$ cat config.mk
export PLATFORM = sky130hd
export DESIGN_NAME = dfe_fault_report
export DESIGN_NICKNAME = d
export VERILOG_FILES = /design/src/shared/dfe_pkg.sv /design/src/hw/dfe_dup_chk.sv /design/src/hw/dfe_trk_sup.sv /design/src/hw/dfe_fault_report.sv
export VERILOG_INCLUDE_DIRS = /design/src /design/src/shared
export SDC_FILE = /design/constraint.sdc
export NUM_CORES = 1
export LEC_CHECK = 0
export ABC_AREA = 1
export ABC_CLOCK_PERIOD_IN_PS = 27800
export BUFFER_PORTS_ARGS = -buffer_cell sky130_fd_sc_hd__buf_4
export CELL_PAD_IN_SITES_DETAIL_PLACEMENT = 1
export CELL_PAD_IN_SITES_GLOBAL_PLACEMENT = 1
export CORE_ASPECT_RATIO = 0.8
export CORE_MARGIN = 2
export CORE_UTILIZATION = 44
export DETAILED_ROUTE_END_ITERATION = 12
export PLACE_DENSITY = 0.88
export SLEW_MARGIN = 20
export SYNTH_ARGS = -nofsm -noshare
export SYNTH_HDL_FRONTEND = slang
export SYNTH_SLANG_ARGS = --single-unit
export TNS_END_PERCENT = 20
$ cat constraint.sdc
create_clock -name i_clk -period 27.8 [get_ports i_clk]
set_input_delay 8.34 -clock i_clk [delete_from_list [all_inputs] [get_ports i_clk]]
set_output_delay 8.34 -clock i_clk [all_outputs]
set_load 0.005 [all_outputs]
$ cat src/shared/dfe_defines.svh
// register offsets, field positions, codes and timing constants of the fault reporter
`ifndef DFE_DEFINES_SVH
`define DFE_DEFINES_SVH

`define DFE_OFS_CTRL        8'h00
`define DFE_OFS_STATUS      8'h04
`define DFE_OFS_IRQ_STAT    8'h08
`define DFE_OFS_IRQ_MASK    8'h0c
`define DFE_OFS_WINDOW      8'h10
`define DFE_OFS_TIMEOUT     8'h14
`define DFE_OFS_REACT       8'h18
`define DFE_OFS_HIST_CNT    8'h1c
`define DFE_OFS_COBID_BASE  8'h20
`define DFE_OFS_STORE_BASE  8'h30
`define DFE_OFS_HIST_BASE   8'h40

`define DFE_CTRL_CLR_BIT    0
`define DFE_ST_ERR_BIT      3
`define DFE_ST_TRK_BIT      13
`define DFE_ST_DUP_BIT      0
`define DFE_ST_OUT_BIT      1
`define DFE_ST_BLK_LSB      16

`define DFE_IRQ_DUP         0
`define DFE_IRQ_TRK         1
`define DFE_IRQ_SENT        2
`define DFE_IRQ_W           3

`define DFE_EMCY_DUP        16'h8150
`define DFE_EMCY_TRK        16'h8611
`define DFE_EMCY_RESET      16'h0000
`define DFE_NMT_RESET_NODE  8'h81

`define DFE_NODE_W          7
`define DFE_ID_INVALID_BIT  31
`define DFE_ID_MSB          10

`define DFE_DEF_COBID0      32'h0000_0080
`define DFE_DEF_COBID1      32'h0000_0200
`define DFE_DEF_COBID2      32'h0000_0300
`define DFE_DEF_COBID3      32'h0000_0180
`define DFE_WINDOW_RST      32'h0000_1000
`define DFE_TIMEOUT_RST     16'h0064
`define DFE_REACT_RST       3'h2
`define DFE_LOAD_WAIT       2'h2

`define DFE_CLK_PERIOD_PS   4000
`define DFE_TICK_PS         1000000
`define DFE_CYC_PER_TICK    (`DFE_TICK_PS / `DFE_CLK_PERIOD_PS)

`endif

$ cat src/shared/dfe_pkg.sv
// types shared by the fault reporter modules
package dfe_pkg;
  typedef logic [31:0] dfe_word_t;
  typedef logic [15:0] dfe_code_t;
  typedef logic [2:0]  dfe_react_t;
  typedef enum logic [1:0] {
    DFE_TX_IDLE = 2'b01,
    DFE_TX_SEND = 2'b10
  } dfe_tx_state_t;
  typedef enum logic [1:0] {
    DFE_SRC_DUP = 2'd0,
    DFE_SRC_TRK = 2'd1,
    DFE_SRC_RST = 2'd2
  } dfe_src_t;
endpackage

$ cat src/hw/dfe_dup_chk.sv
// duplicate identifier compare across the node's message objects
`timescale 1ns/1ps
`default_nettype none
`include "dfe_defines.svh"
module dfe_dup_chk #(
  parameter int NOBJ = 4
) (
  input  wire dfe_pkg::dfe_word_t [NOBJ-1:0] i_ids,  // current identifiers
  output logic [NOBJ-1:0]                    o_dup   // entry clashes with another
);
  import dfe_pkg::*;

  // invalid-flagged entries take no part in the compare
  for (genvar i = 0; i < NOBJ; i++) begin : g_obj
    always_comb begin
      o_dup[i] = 1'b0;
      for (int j = 0; j < NOBJ; j++) begin
        if (j != i && !i_ids[i][`DFE_ID_INVALID_BIT] && !i_ids[j][`DFE_ID_INVALID_BIT] &&
            i_ids[i][`DFE_ID_MSB:0] == i_ids[j][`DFE_ID_MSB:0]) begin
          o_dup[i] = 1'b1;
        end
      end
    end
  end
endmodule
`default_nettype wire

$ cat src/hw/dfe_trk_sup.sv
// position tracking-error supervisor with timeout in microsecond ticks
`timescale 1ns/1ps
`default_nettype none
`include "dfe_defines.svh"
module dfe_trk_sup #(
  parameter int PW = 32,
  parameter int TW = 16
) (
  input  wire logic                 i_clk,      // clock
  input  wire logic                 i_reset,    // async reset, high
  input  wire logic                 i_enable,   // supervision armed
  input  wire logic signed [PW-1:0] i_demand,   // demanded position
  input  wire logic signed [PW-1:0] i_actual,   // actual position
  input  wire logic [PW-1:0]        i_window,   // allowed error
  input  wire logic [TW-1:0]        i_timeout,  // timeout in ticks
  output logic                      o_outside,  // error outside window
  output logic                      o_trip      // one-cycle fault pulse
);
  localparam int PRE_W = $clog2(`DFE_CYC_PER_TICK);
  localparam logic [PRE_W-1:0] PRE_LAST = PRE_W'(`DFE_CYC_PER_TICK - 1);

  logic signed [PW:0] diff;
  logic [PW:0]        mag;
  logic [PRE_W-1:0]   pre_q;
  logic [TW-1:0]      cnt_q;
  logic               done_q;

  always_comb begin
    diff = PW'(0) + ($signed({i_demand[PW-1], i_demand}) - $signed({i_actual[PW-1], i_actual}));
    mag  = diff[PW] ? (PW+1)'(-diff) : diff;
  end
  assign o_outside = mag > {1'b0, i_window};

  // counting restarts whenever the error comes back inside
  always_ff @(posedge i_clk or posedge i_reset) begin
    if (i_reset) begin
      pre_q <= '0;
      cnt_q <= '0;
    end else if (!i_enable || !o_outside) begin
      pre_q <= '0;
      cnt_q <= '0;
    end else if (pre_q == PRE_LAST) begin
      pre_q <= '0;
      if (cnt_q != '1) begin
        cnt_q <= cnt_q + 1'b1;
      end
    end else begin
      pre_q <= pre_q + 1'b1;
    end
  end

  always_ff @(posedge i_clk or posedge i_reset) begin
    if (i_reset) begin
      done_q <= 1'b0;
      o_trip <= 1'b0;
    end else begin
      // the trip flop itself blocks a second cycle before done_q can catch up
      o_trip <= i_enable && o_outside && !done_q && !o_trip && cnt_q > i_timeout;
      if (!i_enable) begin
        done_q <= 1'b0;
      end else if (o_trip) begin
        done_q <= 1'b1;
      end
    end
  end
endmodule
`default_nettype wire

$ cat src/hw/dfe_fault_report.sv
// fault supervision and emergency reporting: duplicate identifiers and tracking error
`timescale 1ns/1ps
`default_nettype none
`include "dfe_defines.svh"
module dfe_fault_report #(
  parameter int NOBJ   = 4,
  parameter int HDEPTH = 4
) (
  input  wire logic                             i_clk,          // clock, 250 MHz
  input  wire logic                             i_reset,        // async reset, high
  input  wire logic                             i_psel,         // apb select
  input  wire logic                             i_penable,      // apb enable
  input  wire logic                             i_pwrite,       // apb write
  input  wire logic [7:0]                       i_paddr,        // apb byte address
  input  wire dfe_pkg::dfe_word_t               i_pwdata,       // apb write data
  output dfe_pkg::dfe_word_t                    o_prdata,       // apb read data
  output logic                                  o_pready,       // apb ready
  output logic                                  o_pslverr,      // apb error
  input  wire logic [`DFE_NODE_W-1:0]           i_node_addr,    // node address pins
  input  wire logic                             i_nmt_valid,    // nmt command strobe
  input  wire logic [7:0]                       i_nmt_cmd,      // nmt command code
  input  wire logic signed [31:0]               i_pos_demand,   // demanded position
  input  wire logic signed [31:0]               i_pos_actual,   // actual position
  output logic                                  o_emcy_valid,   // emergency pending
  output dfe_pkg::dfe_code_t                    o_emcy_code,    // emergency code
  input  wire logic                             i_emcy_ready,   // emergency taken
  output dfe_pkg::dfe_word_t [NOBJ-1:0]         o_cob_id,       // live identifiers
  output logic [NOBJ-1:0]                       o_rx_block,     // reception blocked
  output logic                                  o_status_err,   // status word bit 3
  output logic                                  o_status_trk,   // status word bit 13
  output logic                                  o_react_req,    // fault reaction pulse
  output dfe_pkg::dfe_react_t                   o_react_code,   // selected reaction
  output logic                                  o_irq           // interrupt, high
);
  import dfe_pkg::*;

  localparam int HCW = $clog2(HDEPTH + 1);
  localparam dfe_word_t DEF_ID [4] = '{`DFE_DEF_COBID0, `DFE_DEF_COBID1,
                                       `DFE_DEF_COBID2, `DFE_DEF_COBID3};

  function automatic logic [7:0] slot(input logic [7:0] base, input int idx);
    slot = 8'(base + 8'(4 * idx));
  endfunction

  function automatic logic mapped(input logic [7:0] a);
    mapped = a <= `DFE_OFS_HIST_CNT && a[1:0] == 2'h0;
    for (int k = 0; k < NOBJ; k++) begin
      if (a == slot(`DFE_OFS_COBID_BASE, k) || a == slot(`DFE_OFS_STORE_BASE, k)) begin
        mapped = 1'b1;
      end
    end
    for (int k = 0; k < HDEPTH; k++) begin
      if (a == slot(`DFE_OFS_HIST_BASE, k)) begin
        mapped = 1'b1;
      end
    end
  endfunction

  logic [`DFE_NODE_W-1:0] node_s1_q;
  logic [`DFE_NODE_W-1:0] node_s2_q;
  dfe_word_t              window_q;
  logic [15:0]            timeout_q;
  dfe_react_t             react_q;
  logic [`DFE_IRQ_W-1:0]  irq_stat_q;
  logic [`DFE_IRQ_W-1:0]  irq_mask_q;
  dfe_word_t              cob_q  [NOBJ];
  dfe_word_t              sto_q  [NOBJ];
  dfe_word_t              hist_q [HDEPTH];
  logic [HCW-1:0]         hcnt_q;
  logic                   ld_pend_q;
  logic [1:0]             ld_cnt_q;
  logic                   chk_q;
  logic [NOBJ-1:0]        dup;
  logic                   dup_rec_q;
  logic                   fault_q;
  logic [2:0]             pend_q;
  dfe_tx_state_t          tx_q;
  dfe_src_t               sel_q;
  dfe_word_t              rdata_d;
  logic                   outside;
  logic                   trip;
  logic                   acc_wr;
  logic                   do_load;
  logic                   sdo_id_wr;
  logic                   dup_set;
  logic                   clear_req;
  logic                   tx_done;
  logic [2:0]             pend_set;

  // apb: zero wait states, write lands at the access edge
  assign acc_wr    = i_psel && i_penable && i_pwrite;
  assign o_pready  = 1'b1;
  assign o_pslverr = i_psel && i_penable && !mapped(i_paddr);
  assign o_irq     = |(irq_stat_q & irq_mask_q);
  assign do_load   = ld_pend_q && ld_cnt_q == 2'h0;
  assign clear_req = acc_wr && i_paddr == `DFE_OFS_CTRL && i_pwdata[`DFE_CTRL_CLR_BIT] && fault_q;
  assign tx_done   = tx_q == DFE_TX_SEND && i_emcy_ready;
  assign o_emcy_valid = tx_q == DFE_TX_SEND;
  assign o_status_err = fault_q;
  assign o_status_trk = fault_q;

  always_comb begin
    sdo_id_wr = 1'b0;
    for (int k = 0; k < NOBJ; k++) begin
      if (acc_wr && i_paddr == slot(`DFE_OFS_COBID_BASE, k)) begin
        sdo_id_wr = 1'b1;
      end
    end
  end

  // node address pins pass two flops before use
  always_ff @(posedge i_clk or posedge i_reset) begin
    if (i_reset) begin
      node_s1_q <= '0;
      node_s2_q <= '0;
    end else begin
      node_s1_q <= i_node_addr;
      node_s2_q <= node_s1_q;
    end
  end

  // load stored parameters after reset release and on reset-node command
  always_ff @(posedge i_clk or posedge i_reset) begin
    if (i_reset) begin
      ld_pend_q <= 1'b1;
      ld_cnt_q  <= `DFE_LOAD_WAIT;
    end else if (i_nmt_valid && i_nmt_cmd == `DFE_NMT_RESET_NODE) begin
      ld_pend_q <= 1'b1;
      ld_cnt_q  <= `DFE_LOAD_WAIT;
    end else if (ld_pend_q) begin
      if (ld_cnt_q != 2'h0) begin
        ld_cnt_q <= ld_cnt_q - 2'h1;
      end else begin
        ld_pend_q <= 1'b0;
      end
    end
  end

  for (genvar i = 0; i < NOBJ; i++) begin : g_obj
    always_ff @(posedge i_clk or posedge i_reset) begin
      if (i_reset) begin
        cob_q[i] <= DEF_ID[i % 4];
        sto_q[i] <= DEF_ID[i % 4];
      end else begin
        if (do_load) begin
          cob_q[i] <= {sto_q[i][31:`DFE_NODE_W], node_s2_q};
        end else if (acc_wr && i_paddr == slot(`DFE_OFS_COBID_BASE, i)) begin
          cob_q[i] <= i_pwdata;
        end
        if (acc_wr && i_paddr == slot(`DFE_OFS_STORE_BASE, i)) begin
          sto_q[i] <= i_pwdata;
        end
      end
    end
    assign o_cob_id[i] = cob_q[i];
  end

  dfe_dup_chk #(
    .NOBJ (NOBJ)
  ) u_dup (
    .i_ids (o_cob_id),
    .o_dup (dup)
  );

  // compare one cycle after the identifiers change
  assign dup_set = chk_q && |dup;

  always_ff @(posedge i_clk or posedge i_reset) begin
    if (i_reset) begin
      chk_q      <= 1'b0;
      o_rx_block <= '0;
    end else begin
      chk_q <= do_load || sdo_id_wr;
      if (chk_q) begin
        o_rx_block <= dup;
      end
    end
  end

  dfe_trk_sup #(
    .PW (32),
    .TW (16)
  ) u_trk (
    .i_clk     (i_clk),
    .i_reset   (i_reset),
    .i_enable  (!fault_q),
    .i_demand  (i_pos_demand),
    .i_actual  (i_pos_actual),
    .i_window  (window_q),
    .i_timeout (timeout_q),
    .o_outside (outside),
    .o_trip    (trip)
  );

  // error state: a new trip wins over a clear in the same cycle
  always_ff @(posedge i_clk or posedge i_reset) begin
    if (i_reset) begin
      fault_q      <= 1'b0;
      o_react_req  <= 1'b0;
      o_react_code <= '0;
    end else begin
      o_react_req <= trip;
      if (trip) begin
        fault_q      <= 1'b1;
        o_react_code <= react_q;
      end else if (clear_req) begin
        fault_q <= 1'b0;
      end
    end
  end

  // pending emergencies; set wins over the clear at transmission
  assign pend_set = {clear_req, trip, dup_set};

  always_ff @(posedge i_clk or posedge i_reset) begin
    if (i_reset) begin
      pend_q    <= '0;
      dup_rec_q <= 1'b0;
    end else begin
      for (int k = 0; k < 3; k++) begin
        if (pend_set[k]) begin
          pend_q[k] <= 1'b1;
        end else if (tx_done && sel_q == dfe_src_t'(k)) begin
          pend_q[k] <= 1'b0;
        end else if (k == DFE_SRC_TRK && clear_req && tx_q == DFE_TX_IDLE) begin
          pend_q[k] <= 1'b0;
        end
      end
      if (dup_set) begin
        dup_rec_q <= 1'b1;
      end else if (tx_done && sel_q == DFE_SRC_DUP) begin
        dup_rec_q <= 1'b0;
      end
    end
  end

  always_ff @(posedge i_clk or posedge i_reset) begin
    if (i_reset) begin
      tx_q        <= DFE_TX_IDLE;
      sel_q       <= DFE_SRC_DUP;
      o_emcy_code <= `DFE_EMCY_RESET;
    end else begin
      unique case (tx_q)
        DFE_TX_IDLE: begin
          if (pend_q[DFE_SRC_TRK]) begin
            sel_q       <= DFE_SRC_TRK;
            o_emcy_code <= `DFE_EMCY_TRK;
            tx_q        <= DFE_TX_SEND;
          end else if (pend_q[DFE_SRC_DUP]) begin
            sel_q       <= DFE_SRC_DUP;
            o_emcy_code <= `DFE_EMCY_DUP;
            tx_q        <= DFE_TX_SEND;
          end else if (pend_q[DFE_SRC_RST]) begin
            sel_q       <= DFE_SRC_RST;
            o_emcy_code <= `DFE_EMCY_RESET;
            tx_q        <= DFE_TX_SEND;
          end
        end
        DFE_TX_SEND: begin
          if (i_emcy_ready) begin
            tx_q <= DFE_TX_IDLE;
          end
        end
      endcase
    end
  end

  // error history, newest entry at index 0
  always_ff @(posedge i_clk or posedge i_reset) begin
    if (i_reset) begin
      hcnt_q <= '0;
      for (int k = 0; k < HDEPTH; k++) begin
        hist_q[k] <= '0;
      end
    end else if (tx_done && sel_q != DFE_SRC_RST) begin
      hist_q[0] <= {16'h0000, o_emcy_code};
      for (int k = 1; k < HDEPTH; k++) begin
        hist_q[k] <= hist_q[k-1];
      end
      if (hcnt_q != HCW'(HDEPTH)) begin
        hcnt_q <= hcnt_q + 1'b1;
      end
    end else if (acc_wr && i_paddr == `DFE_OFS_HIST_CNT && i_pwdata == '0) begin
      hcnt_q <= '0;
    end
  end

  // configuration registers
  always_ff @(posedge i_clk or posedge i_reset) begin
    if (i_reset) begin
      window_q   <= `DFE_WINDOW_RST;
      timeout_q  <= `DFE_TIMEOUT_RST;
      react_q    <= `DFE_REACT_RST;
      irq_mask_q <= '0;
    end else if (acc_wr) begin
      unique case (i_paddr)
        `DFE_OFS_WINDOW:   window_q   <= i_pwdata;
        `DFE_OFS_TIMEOUT:  timeout_q  <= i_pwdata[15:0];
        `DFE_OFS_REACT:    react_q    <= i_pwdata[2:0];
        `DFE_OFS_IRQ_MASK: irq_mask_q <= i_pwdata[`DFE_IRQ_W-1:0];
        default: ;
      endcase
    end
  end

  // sticky interrupt status, write one to clear, set wins
  always_ff @(posedge i_clk or posedge i_reset) begin
    if (i_reset) begin
      irq_stat_q <= '0;
    end else begin
      for (int k = 0; k < `DFE_IRQ_W; k++) begin
        if ((k == `DFE_IRQ_DUP && dup_set) || (k == `DFE_IRQ_TRK && trip) ||
            (k == `DFE_IRQ_SENT && tx_done)) begin
          irq_stat_q[k] <= 1'b1;
        end else if (acc_wr && i_paddr == `DFE_OFS_IRQ_STAT && i_pwdata[k]) begin
          irq_stat_q[k] <= 1'b0;
        end
      end
    end
  end

  always_comb begin
    rdata_d = '0;
    unique case (i_paddr)
      `DFE_OFS_STATUS: begin
        rdata_d[`DFE_ST_DUP_BIT] = dup_rec_q;
        rdata_d[`DFE_ST_ERR_BIT] = fault_q;
        rdata_d[`DFE_ST_TRK_BIT] = fault_q;
        rdata_d[`DFE_ST_OUT_BIT] = outside;
        rdata_d[`DFE_ST_BLK_LSB +: NOBJ] = o_rx_block;
      end
      `DFE_OFS_IRQ_STAT: rdata_d[`DFE_IRQ_W-1:0] = irq_stat_q;
      `DFE_OFS_IRQ_MASK: rdata_d[`DFE_IRQ_W-1:0] = irq_mask_q;
      `DFE_OFS_WINDOW:   rdata_d = window_q;
      `DFE_OFS_TIMEOUT:  rdata_d[15:0] = timeout_q;
      `DFE_OFS_REACT:    rdata_d[2:0] = react_q;
      `DFE_OFS_HIST_CNT: rdata_d[HCW-1:0] = hcnt_q;
      default: begin
        for (int k = 0; k < NOBJ; k++) begin
          if (i_paddr == slot(`DFE_OFS_COBID_BASE, k)) begin
            rdata_d = cob_q[k];
          end
          if (i_paddr == slot(`DFE_OFS_STORE_BASE, k)) begin
            rdata_d = sto_q[k];
          end
        end
        for (int k = 0; k < HDEPTH; k++) begin
          if (i_paddr == slot(`DFE_OFS_HIST_BASE, k)) begin
            rdata_d = hist_q[k];
          end
        end
      end
    endcase
  end

  // read data captured in the setup cycle, held through access
  always_ff @(posedge i_clk or posedge i_reset) begin
    if (i_reset) begin
      o_prdata <= '0;
    end else if (i_psel && !i_penable && !i_pwrite) begin
      o_prdata <= rdata_d;
    end
  end
endmodule
`default_nettype wire

Yosys cells after proc, flatten, opt, wreduce, memory -nomap -nowiden. Cells that the tools add are included.

Flip-flop bits (word level): 488. Input port bits: 126. Output and inout port bits: 190.

Add/subtract/negate cells: 6. $lt $le $gt $ge: 3. Equal/unequal tests: 43. Multiplexer cells: 94. Bitwise logic cells: 1. Reductions and logical operators: 110.

Operators by type and width (number): 2-to-1 mux 32 bit (20); equality test 11 bit (12); 2-to-1 mux 16 bit (6); equality test 8 x 6 -> 1 bit, second input constant (8); logical AND 1 bit (54); 2-to-1 mux 1 bit (44); nonzero test 2 bit (17); greater-than comparator 33 x 32 -> 1 bit (1); 2-to-1 mux 33 bit (1); negation 33 bit (1); subtractor 32 x 32 -> 33 bit (1); equality test 8 x 5 -> 1 bit, second input constant (4); equality test 8 x 7 -> 1 bit, second input constant (4); logical NOT 32 bit (1); one-hot mux 9 bit (3 select lines) (1); one-hot mux 12 bit (2 select lines) (1); 2-to-1 mux 2 bit (9); AND reduction 2 bit (9); adder 16 x 1 -> 16 bit, second input constant (1); equality test 8 x 4 -> 1 bit, second input constant (2); equality test 8 bit, second input constant (2); greater-than comparator 16 bit (1); 2-to-1 mux 8 bit (2); != test 16 bit, second input constant (1); other kinds (28) (54).

Logic depth before layout (Yosys ltp).
Depth in word-level cells: 14. Gate-level depth with buffers: 41.

Modules after synthesis. Synthesis repeated with hierarchy kept, for this count alone.

Cells, all modules: 3547. Area total of the unflattened synthesis: 25782.2 um^2.

By module, submodules not included: dfe_fault_report (times used 1, cells an instance 2108, area each 18077.3 um^2, seq. area each 9934.5 um^2); dfe_trk_sup (times used 1, cells an instance 1146, area each 6452.4 um^2, seq. area each 650.6 um^2); dfe_dup_chk (times used 1, cells an instance 293, area each 1252.5 um^2, seq. area each 0.0 um^2).

Least setup slack after synthesis. OpenSTA, ideal clock, no wires.

Kind: input port to output port. Start: input i_paddr[1]. End: output o_pslverr. Data arrival time: 9.259 ns. Data required time: 19.460 ns. Setup slack: 10.201 ns. Stages: 7. Cells stage by stage: nor2_1 > inv_1 > nor2_1 > buf_2 > inv_1 > nor2_1 > a2111oi_0.

Word-level cells in the longest chain between the ends: 12.

RTL lines: start: declaration (line dfe_fault_report.sv:14) `input wire logic [7:0] i_paddr,`; <= comparator 8 x 5 -> 1 bit (no line) (tied with other cells); logical AND 1 bit / logical OR 1 bit (equally long branches) (line dfe_fault_report.sv:46, dfe_fault_report.sv:48); 2-to-1 mux 1 bit (4 in series) (line dfe_fault_report.sv:48) `` if (a == slot(`DFE_OFS_COBID_BASE, k) || a == slot(`DFE_OFS_STORE_BASE, k)) begin ``; 2-to-1 mux 1 bit (3 in series) (line dfe_fault_report.sv:53) `` if (a == slot(`DFE_OFS_HIST_BASE, k)) begin ``; 2-to-1 mux 1 bit * (line dfe_fault_report.sv:53); logical NOT 1 bit * (line dfe_fault_report.sv:93) `assign o_pslverr = i_psel && i_penable && !mapped(i_paddr);`; logical AND 1 bit * (line dfe_fault_report.sv:93); end: declaration (line dfe_fault_report.sv:18) `output logic o_pslverr,`.

Every way passes the cells marked *; elsewhere a longest branch is shown, timed or not.

Final worst setup path. Same ends and word-level chain as after synthesis.

==> run metrics <==
area grow syn2layout 18.9%; Detail Route Antenna Nets 0; RSZ-0062 raised after global routing no; setup tns final 0 ns; arrival time worst endpoint between 10 and 15 ns; HP Class flop to flop; DP Wirelength roughly 71 mm; Worst Clk Skew roughly 0.025 ns; vias roughly 24000; io pins around 320; wirelength, routed approximately 98 mm; status complete, no violations; Yosys warnings 0; Commonest cells post-synth 859 x nand2_1, 402 x dfrtp_1, 355 x inv_1, 349 x o21ai_0, 142 x nor2_1; Fill cells between 6000 and 7000; Tcrit/Tclk final 0.662; Die Area 0.0561 mm^2; Worst-path clk slew 0.05 ns; Tightest Pin Transition 1.06 ns; maximum clock insertion buffer count 3; I/O Buffers ~310; area leader, netlist dfrtp_1; CP startpoint kind input pin; Critical Path End Type output pin; reg2reg end o_cob_id[0]$_DFFE_PP0P_; n_diodes 0; share of cells above drive strength 1 0.154; leakage power about 13 nW; total grt overflow 0; ys async rst share 1.00; RR Startpoint ld_cnt_q[1]$_DFFE_PP1P_; die height around 210 um; setup bufs post-CTS 0; gr usage total 0.346; post-synthesis area per instance roughly 7.9 um^2; Crit path required time ~19 ns; Critical Path Fanout Max 11; CP dominant cell by count nor2_1; worst-skew pair later-pin latency ~0.60 ns; post-cts resize count 0; f_max between 0.05 and 0.06 GHz; Netlist cell types 63; area of the mapped netlist about 0.024 mm^2; Top FF cell, synth dfrtp_1; FP Rows between 70 and 80; first-pass GRT wire length 150 mm; #FFs+latches synth 422; slowest stage delay, CP roughly 0.59 ns; Sink Count between 400 and 500; FF-to-FF path depth 8; Placer Congestion about 0.98; Post-CTS Hold Fix Bufs 0; vias per cell 6.00; H-tree depth 2; Max Cap Viol 0; core area 0.0537 mm^2; crit-path cells buf_4, nor2_1, inv_1, nor2_1, inv_1, nor2_1, a2111oi_0, buf_4; Worst Hold Launch node_s1_q[1]$_DFF_PP0_; Hold WS 0.356 ns; Final Hold Viols 0; Setup CP Type input pin to output pin; Die X-Extent around 260 um; Post-synth EDFFs 0; number of global-route vias before repair ~25000; top-area cell type share of the netlist area 0.422; Slew headroom 0.276; fin crit period ~18 ns; most common cell in the synthesized netlist nand2_1; largest net degree at the start of global routing about 180; wire per inst roughly 24 um; Root Buffer clkbuf_16; Initial DRC Count 2047; Gate Count Post-Synth 3031; Hold EP node_s2_q[1]$_DFF_PP0_; cell area power density between 50 and 60 mW/mm^2; maximum VDD drop roughly 0.045 mV; ranking of synthesized cells by area dfrtp_1 42%, nand2_1 14%, o21ai_0 7.3%; Final Max Slew Viols 0; r2r setup slk between 20 and 25 ns; Final nets roughly 3500; Num CTS Buffers between 40 and 50; DRC viols 0; Setup-failing EPs final 0; CTS tree yes; sequential area share after synthesis 0.444; Pre-Repair DR Iteration Count 5; Hold Crit Depth 0; Initial Util 0.444; Max stage delay cell, worst path nor2_1; antenna violations before repair 4
-- layer usage --
metal / global-route usage / vias to the layer above / part of all wire
li1: - / 10600 / -
met1: 0.461 / 12300 / 0.42
met2: 0.568 / 1040 / 0.47
met3: 0.0613 / 225 / 0.080
met4: 0.124 / 8 / 0.034
met5: 0 / - / 0.00056
-- where the power goes --
group / internal, W / switching (W)
clock network: 0.000388 / 0.000276
logic: 0.000121 / 0.000200
registers: 0.000649 / 0.0000436
-- cells in the final DEF, fill, tap and decap left out, types with 11 or more instances in the layout --
cell type,count
nor2_4,15
dfstp_2,20
a21oi_1,101
nand2_2,17
dfrtp_1,402
buf_4,330
xor2_1,49
xnor2_1,19
o211ai_1,75
nand4_1,52
o22ai_1,32
clkinv_2,11
clkbuf_16,47
nor2_1,136
ha_1,87
o221ai_1,44
inv_2,14
nor3_1,31
inv_1,354
nand2_1,857
a2bb2oi_1,13
o2111ai_1,12
o21ai_0,349
clkbuf_8,11
nand3_1,71
nor4_1,21
a221oi_1,33
-- worst max-delay path, delay by kind of cell --
kind,cells,cell delay [ns]
buffers and inverters,4,0.58
and+or+nand+nor,3,1.04
AOI/OAI and AO/OA,1,0.10
-- cells by family after synthesis --
group,share of synthesized area
AND/OR/NAND/NOR,0.220
AO/OA/AOI/OAI,0.180
buffers and inverters,0.0824
flip-flops,0.444
adder cells (fa/ha/maj),0.0465
XOR/XNOR,0.0263
other,0.000315
-- registers in the layout (all words and copies together) (netlist names), 3 cells and up --
register / cells
irq_mask_q: 3
hcnt_q: 3
pend_q: 3
sto_q: 128
irq_stat_q: 3
o_prdata: 32
window_q: 32
react_q: 3
o_cob_id: 128
node_s2_q: 7
o_react_code: 3
u_trk.pre_q: 8
timeout_q: 16
hist_q: 12
node_s1_q: 7
o_rx_block: 4
u_trk.cnt_q: 16
-- through the flow --
stage,instance area (um^2),util,std cells,setup slack (ns),power (W)
floorplan,23900,-,3039,7.74,0.000885
global placement,26700,0.498,3944,9.59,0.00100
detailed placement,26700,0.498,3944,9.47,0.00102
CTS,28400,0.528,4030,9.44,0.00168
global route,28400,0.528,4030,9.32,0.00174
finish,28400,0.528,4030,9.40,0.00168
-- layout make-up --
type                    count  area, um^2  share of cell area
multi-input cells        2118       11400               0.402
flip-flops and latches    422       10600               0.373
repair buffers            331        2500              0.0881
inverters                 371        1400              0.0494
clock buffers              68        1370              0.0481
well taps                 702         878              0.0310
clock inverters            18         244             0.00860
-- worst max-delay path by stage --
| stage | end | startpoint | cells past startpoint |
|---|---|---|---|
| final | o_pslverr | i_paddr[1] | 8 |
| after global routing | o_pslverr | i_paddr[1] | 8 |
| after CTS | o_pslverr | i_paddr[1] | 8 |
| after detailed placement | o_pslverr | i_paddr[1] | 8 |
| after global placement | o_pslverr | i_paddr[1] | 8 |
| after floorplan | chk_q$_DFF_PP0_ | i_reset | 1 |
Power figures use the tool's default switching activity.
